[src/core/sleep_clk_pkg.sv]
// Package: constants, codes and carrier types of the sleep and clock start-up controller
package sleep_clk_pkg;

   // ----------------------------------------------------------------
   // Timing
   // ----------------------------------------------------------------
   localparam int unsigned CLK_PERIOD_NS = 4;
   localparam int unsigned DLY_SHORT_NS  = 4_100_000;
   localparam int unsigned DLY_LONG_NS   = 65_000_000;
   localparam int unsigned DLY_SHORT_CYC = (DLY_SHORT_NS + CLK_PERIOD_NS - 1) / CLK_PERIOD_NS;
   localparam int unsigned DLY_LONG_CYC  = (DLY_LONG_NS + CLK_PERIOD_NS - 1) / CLK_PERIOD_NS;
   localparam int unsigned DLY_W         = 24;
   localparam logic [4:0]  CK_SLEEP      = 5'h06;
   localparam logic [4:0]  CK_RESET      = 5'h0E;

   // ----------------------------------------------------------------
   // Register map and fields
   // ----------------------------------------------------------------
   localparam logic [7:0]  ADR_CTRL      = 8'h00;
   localparam logic [7:0]  ADR_STATUS    = 8'h04;
   localparam logic [7:0]  ADR_IRQ_STAT  = 8'h08;
   localparam logic [7:0]  ADR_IRQ_MASK  = 8'h0C;
   localparam int unsigned CTRL_SM_LSB   = 0;
   localparam int unsigned CTRL_CLOCK_SOURCE_FIELD_LSB = 4;
   localparam int unsigned CTRL_STARTUP_TIME_FIELD_LSB = 8;
   localparam int unsigned CTRL_FLD_BIT  = 12;
   localparam int unsigned STAT_ST_LSB   = 0;
   localparam int unsigned STAT_MODE_LSB = 4;
   localparam int unsigned STAT_SRC_LSB  = 8;
   localparam int unsigned STAT_SUT_LSB  = 12;
   localparam int unsigned STAT_DIV8_BIT = 14;
   localparam int unsigned IRQ_W         = 3;
   localparam int unsigned IRQ_SLEEP     = 0;
   localparam int unsigned IRQ_WAKE      = 1;
   localparam int unsigned IRQ_RSVD      = 2;

   // ----------------------------------------------------------------
   // Codes and reset values
   // ----------------------------------------------------------------
   localparam logic [1:0]  MODE_PDOWN    = 2'h2;
   localparam logic [1:0]  MODE_PSAVE    = 2'h3;
   localparam logic [3:0]  CLOCK_SOURCE_FUSE_RC      = 4'h2;
   localparam logic [3:0]  CLOCK_SOURCE_FUSE_LP      = 4'h3;
   localparam logic [1:0]  SUT_FAST      = 2'h0;
   localparam logic [1:0]  SUT_SHORT     = 2'h1;
   localparam logic [1:0]  SUT_LONG      = 2'h2;
   localparam logic [1:0]  SUT_RSVD      = 2'h3;
   localparam logic [3:0]  CLOCK_SOURCE_FUSE_RESET   = CLOCK_SOURCE_FUSE_RC;
   localparam logic [1:0]  SUT_RESET     = SUT_LONG;
   localparam logic [1:0]  SM_RESET      = 2'h0;
   localparam int unsigned WAKE_W        = 11;

   // ----------------------------------------------------------------
   // Types
   // ----------------------------------------------------------------
   typedef enum logic [3:0] {
      ST_BOOT  = 4'b0001,
      ST_RUN   = 4'b0010,
      ST_SLEEP = 4'b0100,
      ST_WAKE  = 4'b1000
   } pm_state_t;

   typedef struct packed {
      logic ext_rst;
      logic wdt_rst;
      logic bod_rst;
      logic wdt_irq;
      logic usi_start;
      logic external_interrupt_zero_lvl;
      logic external_interrupt_one_lvl;
      logic pin_change;
      logic t0_ovf;
      logic t0_cmp;
   } wake_src_t;

   typedef struct packed {
      logic core_clk_en;
      logic rc_osc_en;
      logic lp_osc_en;
      logic ext_osc_en;
      logic async_clk_en;
      logic div8_en;
   } clk_ctrl_t;

endpackage

[src/core/pin_sync.sv]
// Two-flop synchronisers for asynchronous inputs
`timescale 1ns/1ps
module pin_sync #(
   parameter int unsigned W = 1
) (
   input  wire logic         ref_clk,
   input  wire logic         rst_n,
   input  wire logic [W-1:0] async_in,
   output logic      [W-1:0] sync_out
);
   genvar i;
   generate
      for (i = 0; i < W; i++) begin : g_bit
         logic meta_q;
         logic hold_q;
         always_ff @(posedge ref_clk) begin
            if (!rst_n) begin
               meta_q <= 1'b0;
               hold_q <= 1'b0;
            end else begin
               meta_q <= async_in[i];
               hold_q <= meta_q;
            end
         end
         assign sync_out[i] = hold_q;
      end
   endgenerate
endmodule

[src/core/sleep_clk_ctrl.sv]
// Sleep mode and clock start-up controller with classic Wishbone register slave
//
// Notes on behaviour
// Sleep with mode 10 enters power-down
// Power-down stops the oscillators; wake sources stay alive
// Only listed resets and interrupts end power-down
// Power-down gates every generated clock
// Level wake sources must hold long enough
// Wake waits start-up period from clock selection
// Mode 11 enters power-save, like power-down
// Timer zero wakes only with its enables
// Software avoids power-save without asynchronous timer clock
// Power-save keeps only the asynchronous timer clock
// Code 0010 selects the calibrated RC oscillator
// Divide-by-eight fuse divides the system clock
// Start-up: 6 cycles from sleep, 14 plus delay; the code counts the delay alongside the 14 cycles, not after them
// Start-up code 00 needs reset pin enabled
// Default start-up code 10, 65 ms delay
// 128 kHz oscillator selectable by fuse or field
// 128 kHz oscillator uses the same start-up delays
// Core clock gated until start-up count ends
`timescale 1ns/1ps
module sleep_clk_ctrl
   import sleep_clk_pkg::*;
#(
   parameter int unsigned DLY_SHORT_CYCLES = DLY_SHORT_CYC,
   parameter int unsigned DLY_LONG_CYCLES  = DLY_LONG_CYC
) (
   input  wire logic        ref_clk,
   input  wire logic        rst_n,
   input  wire logic        wb_cyc_i,
   input  wire logic        wb_stb_i,
   input  wire logic        wb_we_i,
   input  wire logic [7:0]  wb_adr_i,
   input  wire logic [3:0]  wb_sel_i,
   input  wire logic [31:0] wb_dat_i,
   output logic      [31:0] wb_dat_o,
   output logic             wb_ack_o,
   input  wire logic        sleep_exec,
   input  wire logic        timer0_async_select,
   input  wire logic        timer0_ovf_ie,
   input  wire logic        timer0_cmp_ie,
   input  wire logic        global_ie,
   input  wire wake_src_t   wake_src_i,
   input  wire logic        osc_toggle_i,
   input  wire logic [3:0]  clock_source_fuse,
   input  wire logic [1:0]  startup_time_fuse,
   input  wire logic        divide_by_eight_fuse,
   input  wire logic        reset_pin_disable_fuse,
   output clk_ctrl_t        clk_ctrl_o,
   output logic             irq_o
);
   // ----------------------------------------------------------------
   // Decode helpers
   // ----------------------------------------------------------------
   function automatic logic [1:0] sut_resolve(input logic [1:0] code, input logic rst_dis);
      logic [1:0] r;
      r = code;
      if (code == SUT_RSVD) begin
         r = SUT_LONG;
      end else if (code == SUT_FAST && rst_dis) begin
         r = SUT_SHORT;
      end
      return r;
   endfunction

   function automatic logic sut_illegal(input logic [1:0] code, input logic rst_dis);
      return (code == SUT_RSVD) || (code == SUT_FAST && rst_dis);
   endfunction

   // ----------------------------------------------------------------
   // Input synchronisation
   // ----------------------------------------------------------------
   logic [WAKE_W-1:0] sync_w;
   wake_src_t         ws;
   logic              osc_s;
   logic              osc_prev_q;
   logic              osc_tick;

   pin_sync #(.W(WAKE_W)) u_sync (
      .ref_clk  (ref_clk),
      .rst_n    (rst_n),
      .async_in ({osc_toggle_i, wake_src_i}),
      .sync_out (sync_w)
   );
   assign ws    = wake_src_t'(sync_w[WAKE_W-2:0]);
   assign osc_s = sync_w[WAKE_W-1];

   always_ff @(posedge ref_clk) begin
      if (!rst_n) begin
         osc_prev_q <= 1'b0;
      end else begin
         osc_prev_q <= osc_s;
      end
   end
   assign osc_tick = osc_s ^ osc_prev_q;

   // ----------------------------------------------------------------
   // Fuse capture
   // ----------------------------------------------------------------
   logic       fuse_ok_q;
   logic [3:0] fuse_src_q;
   logic [1:0] fuse_sut_q;
   logic       fuse_div8_q;
   logic       fuse_rstdis_q;

   // Fuses are caught one clock after reset release, never under reset
   always_ff @(posedge ref_clk) begin
      if (!rst_n) begin
         fuse_ok_q     <= 1'b0;
         fuse_src_q    <= CLOCK_SOURCE_FUSE_RESET;
         fuse_sut_q    <= SUT_RESET;
         fuse_div8_q   <= 1'b0;
         fuse_rstdis_q <= 1'b0;
      end else if (!fuse_ok_q) begin
         fuse_ok_q     <= 1'b1;
         fuse_src_q    <= clock_source_fuse;
         fuse_sut_q    <= startup_time_fuse;
         fuse_div8_q   <= divide_by_eight_fuse;
         fuse_rstdis_q <= reset_pin_disable_fuse;
      end
   end

   // ----------------------------------------------------------------
   // Registers
   // ----------------------------------------------------------------
   logic [1:0]       sm_q;
   logic [3:0]       clock_source_field_q;
   logic [1:0]       startup_time_field_q;
   logic             fld_en_q;
   logic [IRQ_W-1:0] irq_stat_q;
   logic [IRQ_W-1:0] irq_mask_q;
   logic [IRQ_W-1:0] irq_evt;
   logic             ack_q;
   logic [31:0]      rdat_q;
   logic             wb_req;
   logic             wr_ctrl;
   logic             rd_irq;
   logic [3:0]       src_eff;
   logic [1:0]       sut_eff;
   pm_state_t        state_q;
   logic [1:0]       mode_q;

   assign wb_req  = wb_cyc_i && wb_stb_i && !ack_q;
   assign wr_ctrl = wb_req && wb_we_i && wb_adr_i == ADR_CTRL;
   assign rd_irq  = wb_req && !wb_we_i && wb_adr_i == ADR_IRQ_STAT;

   // Field overrides the fuses only while its enable bit is set
   assign src_eff = fld_en_q ? clock_source_field_q : fuse_src_q;                          // see R11
   assign sut_eff = sut_resolve(fld_en_q ? startup_time_field_q : fuse_sut_q, fuse_rstdis_q); // see R14

   always_ff @(posedge ref_clk) begin
      if (!rst_n) begin
         sm_q     <= SM_RESET;
         clock_source_field_q   <= CLOCK_SOURCE_FUSE_RESET;
         startup_time_field_q   <= SUT_RESET;
         fld_en_q <= 1'b0;
      end else if (wr_ctrl) begin
         if (wb_sel_i[0]) begin
            sm_q   <= wb_dat_i[CTRL_SM_LSB +: 2];
            clock_source_field_q <= wb_dat_i[CTRL_CLOCK_SOURCE_FIELD_LSB +: 4];
         end
         if (wb_sel_i[1]) begin
            startup_time_field_q   <= wb_dat_i[CTRL_STARTUP_TIME_FIELD_LSB +: 2];
            fld_en_q <= wb_dat_i[CTRL_FLD_BIT];
         end
      end
   end

   always_ff @(posedge ref_clk) begin
      if (!rst_n) begin
         irq_mask_q <= '0;
      end else if (wb_req && wb_we_i && wb_adr_i == ADR_IRQ_MASK && wb_sel_i[0]) begin
         irq_mask_q <= wb_dat_i[IRQ_W-1:0];
      end
   end

   // A read clears the status, but an event in the same cycle survives it
   always_ff @(posedge ref_clk) begin
      if (!rst_n) begin
         irq_stat_q <= '0;
      end else begin
         irq_stat_q <= (rd_irq ? '0 : irq_stat_q) | irq_evt;
      end
   end

   always_ff @(posedge ref_clk) begin
      if (!rst_n) begin
         irq_o <= 1'b0;
      end else begin
         irq_o <= |(((rd_irq ? '0 : irq_stat_q) | irq_evt) & irq_mask_q);
      end
   end

   // One-cycle answer; unmapped addresses answer with zero
   always_ff @(posedge ref_clk) begin
      if (!rst_n) begin
         ack_q  <= 1'b0;
         rdat_q <= 32'h0000_0000;
      end else begin
         ack_q  <= wb_req;
         rdat_q <= 32'h0000_0000;
         if (wb_req && !wb_we_i) begin
            case (wb_adr_i)
               ADR_CTRL: begin
                  rdat_q[CTRL_SM_LSB +: 2]   <= sm_q;
                  rdat_q[CTRL_CLOCK_SOURCE_FIELD_LSB +: 4] <= clock_source_field_q;
                  rdat_q[CTRL_STARTUP_TIME_FIELD_LSB +: 2] <= startup_time_field_q;
                  rdat_q[CTRL_FLD_BIT]       <= fld_en_q;
               end
               ADR_STATUS: begin
                  rdat_q[STAT_ST_LSB +: 4]   <= state_q;
                  rdat_q[STAT_MODE_LSB +: 2] <= mode_q;
                  rdat_q[STAT_SRC_LSB +: 4]  <= src_eff;
                  rdat_q[STAT_SUT_LSB +: 2]  <= sut_eff;
                  rdat_q[STAT_DIV8_BIT]      <= fuse_div8_q;
               end
               ADR_IRQ_STAT: rdat_q[IRQ_W-1:0] <= irq_stat_q;
               ADR_IRQ_MASK: rdat_q[IRQ_W-1:0] <= irq_mask_q;
               default:      rdat_q <= 32'h0000_0000;
            endcase
         end
      end
   end
   assign wb_ack_o = ack_q;
   assign wb_dat_o = rdat_q;

   // ----------------------------------------------------------------
   // Power state machine
   // ----------------------------------------------------------------
   logic             rst_src;
   logic             wake_irq;
   logic             wake_t0;
   logic             launch_q;
   logic             tmr_start;
   logic             tmr_busy;
   logic             tmr_done;
   logic [4:0]       ck_tgt;
   logic [DLY_W-1:0] dly_tgt;

   assign rst_src  = ws.ext_rst || ws.wdt_rst || ws.bod_rst;
   assign wake_irq = ws.wdt_irq || ws.usi_start || ws.external_interrupt_zero_lvl || ws.external_interrupt_one_lvl || ws.pin_change; // see R3
   assign wake_t0  = mode_q == MODE_PSAVE && timer0_async_select && global_ie &&
                     ((ws.t0_ovf && timer0_ovf_ie) || (ws.t0_cmp && timer0_cmp_ie)); // see R8

   assign tmr_start = (state_q == ST_BOOT && launch_q && fuse_ok_q && !rst_src) ||
                      (state_q == ST_SLEEP && !rst_src && (wake_irq || wake_t0));
   assign ck_tgt    = state_q == ST_BOOT ? CK_RESET : CK_SLEEP;              // see R13
   always_comb begin
      case (sut_eff)
         SUT_SHORT: dly_tgt = DLY_W'(DLY_SHORT_CYCLES);
         SUT_LONG:  dly_tgt = DLY_W'(DLY_LONG_CYCLES);
         default:   dly_tgt = '0;
      endcase
      if (state_q != ST_BOOT) begin
         dly_tgt = '0;
      end
   end

   startup_timer u_tmr (
      .ref_clk    (ref_clk),
      .rst_n      (rst_n),
      .start      (tmr_start),
      .ck_target  (ck_tgt),
      .dly_target (dly_tgt),
      .osc_tick   (osc_tick),
      .busy       (tmr_busy),
      .done       (tmr_done)
   );

   always_ff @(posedge ref_clk) begin
      if (!rst_n) begin
         state_q  <= ST_BOOT;
         launch_q <= 1'b1;
         mode_q   <= SM_RESET;
      end else if (rst_src) begin
         state_q  <= ST_BOOT;
         launch_q <= 1'b1;
      end else begin
         case (state_q)
            ST_BOOT: begin
               if (tmr_start) begin
                  launch_q <= 1'b0;
               end
               // A done left over from a cut wake count must not end the boot
               if (tmr_done && !launch_q) begin
                  state_q <= ST_RUN;
               end
            end
            ST_RUN: begin
               if (sleep_exec && sm_q[1]) begin
                  state_q <= ST_SLEEP;                                       // see R1
                  mode_q  <= sm_q;
               end
            end
            ST_SLEEP: begin
               if (tmr_start) begin
                  state_q <= ST_WAKE;                                        // see R3
               end
            end
            ST_WAKE: begin
               if (tmr_done) begin
                  state_q <= ST_RUN;
               end
            end
            default: begin
               state_q  <= ST_BOOT;
               launch_q <= 1'b1;
            end
         endcase
      end
   end

   assign irq_evt[IRQ_SLEEP] = state_q == ST_RUN && sleep_exec && sm_q[1] && !rst_src;
   assign irq_evt[IRQ_WAKE]  = state_q == ST_WAKE && tmr_done && !rst_src;
   assign irq_evt[IRQ_RSVD]  = tmr_start && state_q == ST_BOOT &&
                               sut_illegal(fld_en_q ? startup_time_field_q : fuse_sut_q, fuse_rstdis_q);

   // ----------------------------------------------------------------
   // Clock gating outputs
   // ----------------------------------------------------------------
   logic osc_on;
   assign osc_on = state_q != ST_SLEEP;

   always_ff @(posedge ref_clk) begin
      if (!rst_n) begin
         clk_ctrl_o <= '0;
      end else begin
         clk_ctrl_o.core_clk_en  <= state_q == ST_RUN && !rst_src;           // see R4
         clk_ctrl_o.rc_osc_en    <= osc_on && src_eff == CLOCK_SOURCE_FUSE_RC;           // see R2
         clk_ctrl_o.lp_osc_en    <= osc_on && src_eff == CLOCK_SOURCE_FUSE_LP;
         clk_ctrl_o.ext_osc_en   <= osc_on && src_eff != CLOCK_SOURCE_FUSE_RC && src_eff != CLOCK_SOURCE_FUSE_LP;
         clk_ctrl_o.async_clk_en <= timer0_async_select &&
                                    (osc_on || mode_q == MODE_PSAVE);
         clk_ctrl_o.div8_en      <= fuse_div8_q;
      end
   end

   logic [4:0] wake_ticks_q;
   always_ff @(posedge ref_clk) begin
      if (!rst_n || state_q != ST_WAKE) begin
         wake_ticks_q <= 5'h00;
      end else if (osc_tick && wake_ticks_q != 5'h1F) begin
         wake_ticks_q <= wake_ticks_q + 5'h01;
      end
   end
endmodule

[src/core/startup_timer.sv]
// Start-up timer: oscillator cycles and optional reference-clock delay, counted side by side; done when both end
`timescale 1ns/1ps
module startup_timer
   import sleep_clk_pkg::*;
(
   input  wire logic             ref_clk,
   input  wire logic             rst_n,
   input  wire logic             start,
   input  wire logic [4:0]       ck_target,
   input  wire logic [DLY_W-1:0] dly_target,
   input  wire logic             osc_tick,
   output logic                  busy,
   output logic                  done
);
   logic [4:0]       ck_q;
   logic [4:0]       ck_tgt_q;
   logic [DLY_W-1:0] dly_q;
   logic [DLY_W-1:0] dly_tgt_q;
   logic             busy_q;
   logic             done_q;

   // Oscillator cycles are counted on ticks of the restarted oscillator, so a dead
   // oscillator never lets the core clock through
   always_ff @(posedge ref_clk) begin
      if (!rst_n) begin
         ck_q      <= 5'h00;
         ck_tgt_q  <= 5'h00;
         dly_q     <= '0;
         dly_tgt_q <= '0;
         busy_q    <= 1'b0;
         done_q    <= 1'b0;
      end else begin
         done_q <= 1'b0;
         if (start) begin
            ck_q      <= 5'h00;
            ck_tgt_q  <= ck_target;
            dly_q     <= '0;
            dly_tgt_q <= dly_target;
            busy_q    <= 1'b1;
         end else if (busy_q) begin
            if (osc_tick && ck_q != ck_tgt_q) begin
               ck_q <= ck_q + 5'h01;
            end
            if (dly_q != dly_tgt_q) begin
               dly_q <= dly_q + {{(DLY_W-1){1'b0}}, 1'b1};
            end
            if (ck_q == ck_tgt_q && dly_q == dly_tgt_q) begin
               busy_q <= 1'b0;
               done_q <= 1'b1;
            end
         end
      end
   end

   assign busy = busy_q;
   assign done = done_q;
endmodule

[config.mk]
export PLATFORM = sky130hd
export DESIGN_NAME = sleep_clk_ctrl
export DESIGN_NICKNAME = d
export VERILOG_FILES = /design/src/core/sleep_clk_pkg.sv /design/src/core/pin_sync.sv /design/src/core/sleep_clk_ctrl.sv /design/src/core/startup_timer.sv
export SDC_FILE = /design/constraint.sdc
export NUM_CORES = 1
export LEC_CHECK = 0
export CORE_MARGIN = 1
export CORE_UTILIZATION = 50
export DETAILED_ROUTE_END_ITERATION = 12
export DONT_BUFFER_PORTS = 1
export PLACE_DENSITY = 0.7
export SLEW_MARGIN = 20
export SYNTH_ARGS = -nofsm -noshare
export SYNTH_HDL_FRONTEND = slang
export SYNTH_SLANG_ARGS = --single-unit
[constraint.sdc]
create_clock -name ref_clk -period 7.92 [get_ports ref_clk]
set_input_delay 1.584 -clock ref_clk [delete_from_list [all_inputs] [get_ports ref_clk]]
set_output_delay 1.584 -clock ref_clk [all_outputs]
set_load 0.03 [all_outputs]
==> impl_results.md <==
* Run status: complete, no violations
* Syn. warnings at 0
* Fraction of registers with async set/reset at 0%
* Setup repair after global routing missed its margin: no
* Sequential element share of the synthesized area at between 40% and 50%
* Share of the cycle needed by the critical path after routing at 42.8%
* Ordered cell list for the critical path: or4_1 > or4_1 > o41a_1 > a22o_1 > a221o_1
* Final setup violation count at 0
* Maximum Capacitance Violations at 0
* Cell count after synthesis at 499
* Endpoint class of the critical path: register
* Post-route antenna net violation count at 0
* Highest net fanout along the worst path at 6
* Relative slew slack at ~33%
* Critical Path AT at roughly 3800 ps
* Worst setup timing slack at the placement stage at just over 4000 ps
* Worst slew pin tran at between 1000 and 1500 ps
* EDFF count, synth at 0
* Total negative slack at 0 ps
* Clock tree sinks at approximately 110
* Required time worst endpoint at 8300 ps
* Placed instance area at approximately 4700 um^2
* Clock edge transition at the registers on the reported setup and hold paths at about 60 ps
* Number of antenna violations at the first check in global routing at 0
* Layout-stage area growth over the synthesis result at 13.4%
* Clock tree root buffer cell: sky130_fd_sc_hd__clkbuf_8
* GRT Residual Overflow at 0
* Area of all placed cells without fillers at between 5000 and 6000 um^2
* First-pass GRT wire length at about 16000 um
* Number of global-route vias before repair at roughly 3300
* Starting DRT DRC Count at 142
* Share of the core filled with cells at between 50% and 60%
* CTS tree: built
* Setup slack of the worst register-to-register path at ~5500 ps
* Wire length after detailed routing at around 9300 um
* Critical Path Slowest Stage Cell: sky130_fd_sc_hd__or4_1
* Chip width at ~99 um
* Number of cells in the design after placement at 589
* Maximum clock skew at final layout at 9.94 ps
* Starting density of the core at between 50 and 60%
* Min-Delay Path Depth at 1
* Path category of the worst min-delay check: reg2reg
* Final estimated routing congestion in global placement at around 0.83
* Post-route insts no fill at 621
* Post-CTS Hold Buffers at 0
* Mean Syn Cell Area at between 9 and 10 um^2
* Mapped cell area at between 4000 and 5000 um^2
* Pin count of the biggest net entering global routing at 50
* Total count of hold-check failures in the final report at 0
* Final net count at 573
* Time the final worst path needs with I/O delays and setup at roughly 3400 ps
* Final antenna diode count at 0
* Sum of internal, switching and leakage power at 1.45 mW
* Clock latency at the later pin of the worst-skew pair at around 510 ps
* Maximum frequency from static timing analysis at 295 MHz
* Share of post-route cells with drive strength above 1 at about 8.0%
* Resize count post-CTS at 0
* Most frequent cell on the critical path: sky130_fd_sc_hd__or4_1
* Total CTS buffers at 17
* Area enclosed by the die boundary at about 9800 um^2
* Clock Path Buffers at 2
* Buffers added on ports at 0
* Max incr delay on CP at approximately 630 ps
* P_leak at around 2.0 nW
* Multi-input gate area in the final layout at 2240 um^2
* CTS H-tree depth at 4
* Filler cell count in the final layout at about 790
* Worst voltage drop across the vdd grid at 0.000136 V
* Worst Slack Setup Final at about 4500 ps
* Detailed-route via count at approximately 3400
* Startpoint types: primary input
* Placed wire-length estimate at 6400 um
* Commonest register cell after synthesis: sky130_fd_sc_hd__dfxtp_1
* Final max-slew violation count at 0
* Number of cells on the worst reg-to-reg path at 5
* Fin Hold WS at roughly 430 ps
* Global-route total usage across every layer at 20.6%
* Post-synthesis cell type count at 53
* Class of the most critical setup path: in2reg
* I/O pin cnt at between 100 and 150
* Area of the core region at roughly 9000 um^2
* DRC errors left at 0
* Die span in y at between 90 and 100 um
* Total iterations of the first detailed-routing run at 4
* Number of synthesized register bits at between 100 and 150
* WL per Instance at around 15 um
* Standard-cell row count at 35
* Via count normalized by instance count at around 5.5
* Power density over the cells at approximately 270 nW/um^2
* Area taken by flip-flops and latches at about 2300 um^2
* Total setup buffers inserted after CTS at 0
-- cells in the final DEF (no fill, tap or decap), drive strengths merged, types with 9 or more instances in the layout --
cell type | netlist | final
dfxtp | 113 | 113
nor2 | 69 | 69
mux2i | 31 | 31
and2 | 30 | 30
nand2 | 28 | 28
clkbuf | 19 | 18
inv | 14 | 18
conb | 1 | 17
nand3 | 16 | 16
xnor2 | 15 | 15
nor3 | 13 | 13
nand4 | 12 | 12
xor2 | 12 | 12
a22o | 9 | 9
o21ai | 9 | 9
-- final timing paths --
check / startpoint / endpoint
setup / recovery: wb_adr_i[1] / irq_o
setup reg to reg: state_q[3] / u_tmr.dly_q[6]
hold reg to reg: u_sync.g_bit[2].meta_q / u_sync.g_bit[2].hold_q
hold / removal: u_sync.g_bit[2].meta_q / u_sync.g_bit[2].hold_q
-- critical path: cells and delay by family --
| family | cells | cell delay (ps) |
|---|---|---|
| simple gates | 2 | 1130 |
| compound gates | 3 | 1060 |
-- layer usage --
metal  part of all wire [%]  vias to the layer above  track usage (%)
li1                       -                     1702                -
met1                     44                     1596             24.7
met2                     49                      106             35.3
met3                    5.6                        6             6.10
met4                   0.69                        0             6.89
met5                      0                        -                0
-- sequential cells by signal (all words and copies together) (netlist names), 4 cells and up --
| signal | flops |
|---|---|
| u_tmr.dly_q | 24 |
| wb_dat_o | 15 |
| u_sync.g_bit.hold_q | 11 |
| u_sync.g_bit.meta_q | 11 |
| clk_ctrl_o | 6 |
| u_tmr.ck_q | 5 |
| clock_source_field_q | 4 |
| fuse_src_q | 4 |
| state_q | 4 |
-- Yosys cell counts (all sizes together) (3+ instances only) --
cell type,count,area (um^2)
nor2,69,259
or3,6,37.5
clkbuf,19,71.3
nand3,16,80.1
a21oi,7,35.0
or4,7,52.6
and4,5,43.8
and3,8,50.1
inv,14,52.6
xnor2,15,131
o21a,6,45.0
and2,30,188
nor4,3,46.3
dfxtp,113,2260
nor2b,5,31.3
o21ai,9,45.0
nand4,12,75.1
buf,18,133
nand2,28,105
mux2i,31,310
o211ai,8,60.1
nor4b,3,26.3
a22o,9,78.8
ha,3,37.5
nand2b,3,18.8
nor3,13,65.1
xor2,12,105
-- power breakdown --
group / switching, mW / internal [mW]
combinational: 0.0378 / 0.0221
clock: 0.271 / 0.523
sequential: 0.0150 / 0.583
-- area by class of cell --
class	count	share of cell area (%)
clock buffers	18	8.03
clock inverters	14	3.78
inverters	14	0.987
multi-input cells	351	42.1
flip-flops and latches	113	42.5
well taps	111	2.61
-- cell families after synthesis --
logic type,synth area share (%)
XOR/XNOR,5.03
AND/OR/NAND/NOR,23.9
adder cells (fa/ha/maj),0.799
flip-flops,48.1
other,0.0798
AO/OA/AOI/OAI,8.76
buffers and inverters,5.46
multiplexers,7.80
Note: power is estimated with default switching activity, not from simulation.
